--- src/hdl/timer_consts.svh ---
// offsets, field positions, reset values and timing counts of the timer
`ifndef TIMER_CONSTS_SVH
`define TIMER_CONSTS_SVH

// ----------------------------------------------------------------------
// register indices (byte address is four times the index)
// ----------------------------------------------------------------------
`define TC_IDX_CMP 12'h01c
`define TC_IDX_CAPB 12'h01d
`define TC_IDX_CTRL 12'h01e
`define TC_IDX_STATUS 12'h01f
`define TC_IDX_MASK 12'h020
`define TC_IDX_CONFIG 12'h021
`define TC_ADDR_SHIFT 2

// ----------------------------------------------------------------------
// control and config register fields
// ----------------------------------------------------------------------
`define TC_CTRL_MODE 0
`define TC_CTRL_CLK_LO 1
`define TC_CTRL_CLK_HI 3
`define TC_CTRL_RUN 4
`define TC_CTRL_AUTO_CAPTURE_EN 6
`define TC_CONFIG_DIV 0

// ----------------------------------------------------------------------
// interrupt status / mask layout
// ----------------------------------------------------------------------
`define TC_IRQ_MATCH 0
`define TC_IRQ_OVF 1
`define TC_IRQ_BITS 2

// ----------------------------------------------------------------------
// reset values and encodings
// ----------------------------------------------------------------------
`define TC_DATA_RESET 8'hff
`define TC_CTRL_RESET 8'h00
`define TC_CLK_EXT 3'h7
`define TC_DIV_BASE_SHIFT 13

`endif

--- src/hdl/timer_pkg.sv ---
// types shared by the timer/counter design
package timer_pkg;

  typedef enum logic {
    mode_timer_event,
    mode_capture
  } mode_type;

  typedef enum logic [2:0] {
    sel_none,
    sel_cmp,
    sel_capb,
    sel_ctrl,
    sel_status,
    sel_mask,
    sel_config
  } reg_sel_type;

endpackage

--- src/hdl/timer_counter_with_capture.sv ---
// 8-bit timer/event counter/capture unit with an apb register slave
//
// Overview of operation
// - timer mode counts ticks, match clears and interrupts
// - auto-capture copies running count into capture reg, outside capture mode only
// - auto-capture skips the zero after a match
// - event mode counts rising edges of input
// - event mode match checked on falling edge
// - capture mode: falling edge copies count to b
// - rising edge copies count to a, interrupts, clears
// - rise before any fall updates only register a
// - capture overflow loads all ones, interrupts, clears
// - after overflow capture pauses until a is read or run enable is cleared
// - clock select picks divided clock, or pin outside capture mode
// - run enable low stops and clears the counter
// - mode bit picks count or capture operation
// - stop-mode entry clears run enable
`include "timer_consts.svh"

module timer_counter_with_capture
  import timer_pkg::*;
#(
  parameter int WIDTH = 8,
  parameter int DIV_WIDTH = 15
) (
  input wire logic pclk,
  input wire logic presetn,
  input wire logic ce,
  input wire logic psel,
  input wire logic penable,
  input wire logic pwrite,
  input wire logic [11:0] paddr,
  input wire logic [31:0] pwdata,
  output logic [31:0] prdata,
  output logic pready,
  output logic pslverr,
  input wire logic external_count_input,
  input wire logic stop_mode_req,
  output logic match_irq
);

  // --------------------------------------------------------------------
  // helpers
  // --------------------------------------------------------------------
  function automatic reg_sel_type decode(input logic [11:0] addr);
    reg_sel_type s;
    s = sel_none;
    if (addr[1:0] == 2'h0) begin
      case (addr >> `TC_ADDR_SHIFT)
        `TC_IDX_CMP: s = sel_cmp;
        `TC_IDX_CAPB: s = sel_capb;
        `TC_IDX_CTRL: s = sel_ctrl;
        `TC_IDX_STATUS: s = sel_status;
        `TC_IDX_MASK: s = sel_mask;
        `TC_IDX_CONFIG: s = sel_config;
        default: s = sel_none;
      endcase
    end
    return s;
  endfunction

  // one tick every 2^(13 - sel + dv) cycles of the fast clock
  function automatic logic div_tick(input logic [DIV_WIDTH-1:0] div,
                                    input logic [2:0] sel,
                                    input logic dv);
    logic [DIV_WIDTH-1:0] mask;
    int unsigned sh;
    sh = `TC_DIV_BASE_SHIFT - int'(sel) + int'(dv);
    mask = DIV_WIDTH'((1 << sh) - 1);
    return (div & mask) == mask;
  endfunction

  // --------------------------------------------------------------------
  // state
  // --------------------------------------------------------------------
  logic [DIV_WIDTH-1:0] div_r, div_nxt;
  logic sync1_r, sync1_nxt;
  logic sync2_r, sync2_nxt;
  logic prev_r, prev_nxt;
  logic [WIDTH-1:0] count_r, count_nxt;
  logic [WIDTH-1:0] cmp_r, cmp_nxt;
  logic [WIDTH-1:0] capb_r, capb_nxt;
  logic auto_capture_en_r, auto_capture_en_nxt;
  logic run_r, run_nxt;
  logic [2:0] clksel_r, clksel_nxt;
  mode_type mode_r, mode_nxt;
  logic dv_r, dv_nxt;
  logic susp_r, susp_nxt;
  logic [`TC_IRQ_BITS-1:0] status_r, status_nxt;
  logic [`TC_IRQ_BITS-1:0] mask_r, mask_nxt;
  logic [31:0] prdata_r, prdata_nxt;

  logic rise, fall, tick, cnt_tick, at_max;
  logic ev_match, ev_ovf;
  logic hw_cmp_upd;
  logic wr_acc, rd_setup, rd_acc;
  reg_sel_type sel;
  logic [WIDTH-1:0] count_inc;
  logic [WIDTH-1:0] all_ones;

  // --------------------------------------------------------------------
  // bus decode
  // --------------------------------------------------------------------
  assign sel = decode(paddr);
  assign wr_acc = psel & penable & pwrite;
  assign rd_setup = psel & ~penable & ~pwrite;
  assign rd_acc = psel & penable & ~pwrite;
  // read data is loaded at the setup edge, so no wait state is needed
  assign pready = 1'b1;
  assign pslverr = psel & penable & (sel == sel_none);
  assign prdata = prdata_r;
  assign match_irq = |(status_r & mask_r);

  // --------------------------------------------------------------------
  // edges and ticks
  // --------------------------------------------------------------------
  assign rise = sync2_r & ~prev_r;
  assign fall = ~sync2_r & prev_r;
  assign tick = div_tick(div_r, clksel_r, dv_r);
  assign cnt_tick = (clksel_r == `TC_CLK_EXT) ? rise : tick;
  assign all_ones = {WIDTH{1'b1}};
  assign at_max = count_r == all_ones;
  assign count_inc = count_r + WIDTH'(1);

  // --------------------------------------------------------------------
  // next state
  // --------------------------------------------------------------------
  always_comb begin
    div_nxt = div_r + DIV_WIDTH'(1);
    // only the second stage reads the first
    sync1_nxt = external_count_input;
    sync2_nxt = sync1_r;
    prev_nxt = sync2_r;
    count_nxt = count_r;
    cmp_nxt = cmp_r;
    capb_nxt = capb_r;
    auto_capture_en_nxt = auto_capture_en_r;
    run_nxt = run_r;
    clksel_nxt = clksel_r;
    mode_nxt = mode_r;
    dv_nxt = dv_r;
    susp_nxt = susp_r;
    mask_nxt = mask_r;
    ev_match = 1'b0;
    ev_ovf = 1'b0;
    hw_cmp_upd = 1'b0;
    prdata_nxt = prdata_r;

    // counting core
    if (!run_r) begin
      count_nxt = '0;
      susp_nxt = 1'b0;
    end else if (mode_r == mode_capture) begin
      if (tick) begin
        count_nxt = count_inc;
      end
      // ticks keep running while suspended, so that period is lost
      if (!susp_r) begin
        if (fall) begin
          capb_nxt = count_r;
        end else if (rise) begin
          // rise before any fall leaves capture b untouched
          cmp_nxt = count_r;
          hw_cmp_upd = 1'b1;
          count_nxt = '0;
          ev_match = 1'b1;
        end else if (tick && at_max) begin
          cmp_nxt = all_ones;
          hw_cmp_upd = 1'b1;
          count_nxt = '0;
          ev_ovf = 1'b1;
          susp_nxt = 1'b1;
        end
      end
    end else begin
      if (clksel_r == `TC_CLK_EXT) begin
        if (cnt_tick) begin
          count_nxt = count_inc;
        end else if (fall && count_r == cmp_r) begin
          count_nxt = '0;
          ev_match = 1'b1;
        end
      end else if (cnt_tick) begin
        if (count_r == cmp_r) begin
          count_nxt = '0;
          ev_match = 1'b1;
        end else begin
          count_nxt = count_inc;
        end
      end
      // the zero left by a match is never copied
      if (auto_capture_en_r && count_r != '0) begin
        capb_nxt = count_r;
      end
    end

    // register writes
    if (wr_acc) begin
      case (sel)
        sel_cmp: begin
          // a capture landing in the same cycle beats software
          if (!hw_cmp_upd) begin
            cmp_nxt = pwdata[WIDTH-1:0];
          end
        end
        sel_ctrl: begin
          auto_capture_en_nxt = pwdata[`TC_CTRL_AUTO_CAPTURE_EN];
          run_nxt = pwdata[`TC_CTRL_RUN];
          clksel_nxt = pwdata[`TC_CTRL_CLK_HI:`TC_CTRL_CLK_LO];
          mode_nxt = mode_type'(pwdata[`TC_CTRL_MODE]);
        end
        sel_mask: mask_nxt = pwdata[`TC_IRQ_BITS-1:0];
        sel_config: dv_nxt = pwdata[`TC_CONFIG_DIV];
        default: begin
        end
      endcase
    end
    // stop entry wins over a control write in the same cycle
    if (stop_mode_req) begin
      run_nxt = 1'b0;
    end

    // reading register a re-arms capture and overflow detection
    if (rd_acc && sel == sel_cmp) begin
      susp_nxt = 1'b0;
    end

    // a new event wins over a clear in the same cycle
    status_nxt = status_r;
    if (wr_acc && sel == sel_status) begin
      status_nxt = status_r & ~pwdata[`TC_IRQ_BITS-1:0];
    end
    status_nxt[`TC_IRQ_MATCH] = status_nxt[`TC_IRQ_MATCH] | ev_match;
    status_nxt[`TC_IRQ_OVF] = status_nxt[`TC_IRQ_OVF] | ev_ovf;

    // read data
    if (rd_setup) begin
      case (sel)
        sel_cmp: prdata_nxt = 32'(cmp_r);
        sel_capb: prdata_nxt = 32'(capb_r);
        sel_ctrl: begin
          prdata_nxt = 32'h00000000;
          prdata_nxt[`TC_CTRL_AUTO_CAPTURE_EN] = auto_capture_en_r;
          prdata_nxt[`TC_CTRL_RUN] = run_r;
          prdata_nxt[`TC_CTRL_CLK_HI:`TC_CTRL_CLK_LO] = clksel_r;
          prdata_nxt[`TC_CTRL_MODE] = mode_r;
        end
        sel_status: prdata_nxt = 32'(status_r);
        sel_mask: prdata_nxt = 32'(mask_r);
        sel_config: begin
          prdata_nxt = 32'h00000000;
          prdata_nxt[`TC_CONFIG_DIV] = dv_r;
        end
        default: prdata_nxt = 32'h00000000;
      endcase
    end
  end

  // --------------------------------------------------------------------
  // registers
  // --------------------------------------------------------------------
  always_ff @(posedge pclk or negedge presetn) begin
    if (!presetn) begin
      div_r <= '0;
      sync1_r <= 1'b0;
      sync2_r <= 1'b0;
      prev_r <= 1'b0;
      count_r <= '0;
      cmp_r <= WIDTH'(`TC_DATA_RESET);
      capb_r <= WIDTH'(`TC_DATA_RESET);
      auto_capture_en_r <= 1'(`TC_CTRL_RESET >> `TC_CTRL_AUTO_CAPTURE_EN);
      run_r <= 1'(`TC_CTRL_RESET >> `TC_CTRL_RUN);
      clksel_r <= 3'(`TC_CTRL_RESET >> `TC_CTRL_CLK_LO);
      mode_r <= mode_timer_event;
      dv_r <= 1'b0;
      susp_r <= 1'b0;
      status_r <= '0;
      mask_r <= '0;
      prdata_r <= 32'h00000000;
    end else if (ce) begin
      div_r <= div_nxt;
      sync1_r <= sync1_nxt;
      sync2_r <= sync2_nxt;
      prev_r <= prev_nxt;
      count_r <= count_nxt;
      cmp_r <= cmp_nxt;
      capb_r <= capb_nxt;
      auto_capture_en_r <= auto_capture_en_nxt;
      run_r <= run_nxt;
      clksel_r <= clksel_nxt;
      mode_r <= mode_nxt;
      dv_r <= dv_nxt;
      susp_r <= susp_nxt;
      status_r <= status_nxt;
      mask_r <= mask_nxt;
      prdata_r <= prdata_nxt;
    end
  end

endmodule

--- config.mk ---
export PLATFORM = sky130hd
export DESIGN_NAME = timer_counter_with_capture
export DESIGN_NICKNAME = d
export VERILOG_FILES = /design/src/hdl/timer_pkg.sv /design/src/hdl/timer_counter_with_capture.sv
export VERILOG_INCLUDE_DIRS = /design/src /design/src/hdl
export SDC_FILE = /design/constraint.sdc
export NUM_CORES = 1
export LEC_CHECK = 0
export BUFFER_PORTS_ARGS = -buffer_cell sky130_fd_sc_hd__buf_2
export CAP_MARGIN = 20
export CORE_MARGIN = 4
export CORE_UTILIZATION = 62
export CTS_BUF_LIST = sky130_fd_sc_hd__clkbuf_4 sky130_fd_sc_hd__clkbuf_8
export DETAILED_ROUTE_END_ITERATION = 7
export HOLD_SLACK_MARGIN = 0.15
export MAX_ROUTING_LAYER = met4
export PLACE_DENSITY = 0.88
export SYNTH_ARGS = -nofsm -noshare
export SYNTH_HDL_FRONTEND = slang
export SYNTH_SLANG_ARGS = --single-unit
--- constraint.sdc ---
create_clock -name pclk -period 10 [get_ports pclk]
set_input_delay 0.5 -clock pclk [delete_from_list [all_inputs] [get_ports pclk]]
set_output_delay 0.5 -clock pclk [all_outputs]
set_load 0.01 [all_outputs]
==> out/results.txt <==
Clk Latency, worst-skew pair: 0.34 ns
Core ar.: 6870 sq um
Die area: 8540 sq um
Yosys top cell area share: 0.261
Count of final hold-check violations: 0
Pre-antenna DRT Iters: 5
Initial antenna violation count: 0
CTS tree: built
Rows: 30
Nets: 598
Post-synthesis average cell area: 8.51 sq um
All-Layer GR Usage: 0.275
Multiplexer share of the synthesized area: 0.0278
Final wirelength: 11,300 um
Cts bufs inserted: 9
Sequential cell area: 1570 sq um
Number of synthesized register bits: 62
Crit path max fanout: 15
Multi-input gate area: 2510 sq um
Largest net degree at the start of global routing: 63
Post-CTS Hold Fix Bufs: 0
Worst endpoint required time: 10.27 ns
Post-Syn Area: 4420 sq um
Routed Antenna Nets: 0
Seq/Total Area, Yosys: 0.356
CTS Root Cell: clkbuf_8
Unique masters post-synth: 73
Most common cell in the netlist: nand2_1
Grt total ovfl: 0
Period utilization: 0.509
Iter 0 DRT Violations: 467
YS warnings: 0
Crit start category: register
Post-route cell area: 4710 sq um
Die width: 92.4 um
Cell count after synthesis: 519
DRC: 0
Post-synth EDFFs: 0
Worst-margin pin slew: 0.971 ns
H-tree Lvls: 3
Synth Area in Simple Gates: 0.211
Vias in the first global route: 3,739
Placed cell area: 4510 sq um
Post-CTS setup buffers: 0
Largest family of logic cells by synthesized area: compound AO/OA/AOI/OAI gates
Worst Clk Skew: 0.0115 ns
Min Tclk post-route: 5.09 ns
I/O pin total: 87
F_max: 0.196 GHz
Hold WC Path Type: in2async
Synth top cells by count: nand2_1, dfrtp_1, o21ai_0, nor2_1, inv_1
Clk sinks: 62
Post-CTS Resized: 0
Initial Utilization: 0.643
Proportion of layout cells with a drive suffix above 1: 0.175
Synth Flop Type: dfrtp_1
DIE HEIGHT: 92.4 um
Wirelength per Cell: 17.8 um
PortBufs: 37
Area leader, netlist: dfrtp_1
Post-synthesis compound-gate area fraction: 0.216
Setup violators final: 0
Worst EP arrival: 5.36 ns
Area share of fa/ha/maj cells after synthesis: 0.0255
Fillcell total: 574
Clock transition at path regs: 0.08 ns
HPWL Detailed: 8250 um
Crit. End Element: register
Unrepaired setup endpoints after global routing: no
Pwr/cell area: 134 nW/um^2
Worst slew margin: 0.352
Async SR Flop Fraction: 1.00
Leakage: 2.09 nW
Crit path kind: reg2reg
Diodes inserted: 0
Synth top area cells: dfrtp_1, dfstp_2, o21ai_0
Area grow syn2layout: 6.57%
Mean number of vias per cell: 6.40
RePlAce Congestion: 0.962
Setup TNS: 0 ns
Global-route wire length before repair: 18,500 um
Outcome: completed
Via count: 4,082
Worst VDD drop: 161 uV
XOR/XNOR Fraction of Synth Area: 0.0654
Max-Cap Viols: 0
Clk buf depth: 2
Slew Limit Fails: 0
[cell families (layout without fill, tap and decap cells)]
logic type      after synthesis  after routing
simple gates                181            181
fa+ha+maj                     9              9
buf+inv                      83             83
flops                        62             62
xor+xnor                     33             33
other cells                   2             25
compound gates              138            138
mux                          11             11
[critical path: stages (launching register included)]
cell and delay, ns:
dfrtp_1 0.38, inv_1 0.08, ha_1 0.26, ha_1 0.33, xnor2_1 0.48, nor2_2 0.17, nand3_1 0.18, ha_1 0.44
inv_1 0.20, nor4_1 0.46, o32ai_1 0.19, nor4_4 0.41, and2_1 0.55, a21oi_2 0.17, or4_1 0.53, a32oi_1 0.19
[registers in the layout, indices dropped and copies added, names as in the netlist, 2 cells and up]
name,flops
capb_r,8
count_r,8
clksel_r,3
cmp_r,8
prdata,8
mask_r,2
div_r,15
status_r,2
[worst paths after layout]
kind,from,end,slack (ns),cells past startpoint
max,clksel_r[0],count_r[7],4.91,15
min in group pclk,pwdata[2],clksel_r[1],0.40,3
min,presetn,div_r[12],0.30,2
min reg2reg,div_r[13],div_r[13],0.50,1
max in group asynchronous,presetn,auto_capture_en_r,9.17,2
max reg2reg,clksel_r[0],count_r[7],4.91,15
[stage by stage]
stage                     hold slack (ns)  utilization  power (mW)  setup WS (ns)  instances
after detailed placement            0.476        0.657       0.414           5.02        622
after global routing                0.380        0.685       0.660           4.56        638
final                               0.303        0.685       0.630           4.91        638
after CTS                           0.347        0.685       0.629           5.01        638
after floorplan                     0.204            -       0.385           6.00        542
after global placement              0.473        0.657       0.410           4.94        622
[cell usage in the layout (no fill, tap or decap), drive strengths merged, types with 8 or more instances in the layout]
cell,count
a21oi,13
a22oi,8
a31oi,8
buf,41
clkbuf,9
conb,25
dfrtp,46
dfstp,16
ha,9
inv,27
mux2,10
nand2,51
nand3,15
nand4,10
nor2,44
nor3,10
nor4,10
o21ai,46
o221ai,10
xnor2,18
xor2,15
[cell type report]
| type | count | area share |
|---|---|---|
| Clock buffer | 9 | 0.0263 |
| Clock inverter | 7 | 0.0154 |
| Timing Repair Buffer | 41 | 0.0457 |
| Multi-Input combinational cell | 397 | 0.533 |
| Sequential cell | 62 | 0.334 |
| Tap cell | 96 | 0.0255 |
| Inverter | 26 | 0.0207 |
[per-layer routing]
layer / wire length (um) / up-vias / GRT usage
met1: 5000 / 1935 / 0.391
met2: 5070 / 241 / 0.407
li1: - / 1884 / -
met4: 170 / 0 / 0.0854
met3: 1090 / 22 / 0.0431
met5: 0 / - / -
[where the power goes]
group	internal (mW)	total [mW]	switching, mW
Clock	0.115	0.220	0.104
Combinational	0.0468	0.106	0.0594
Sequential	0.273	0.304	0.0314
Note: power is estimated with default switching activity, not from simulation.
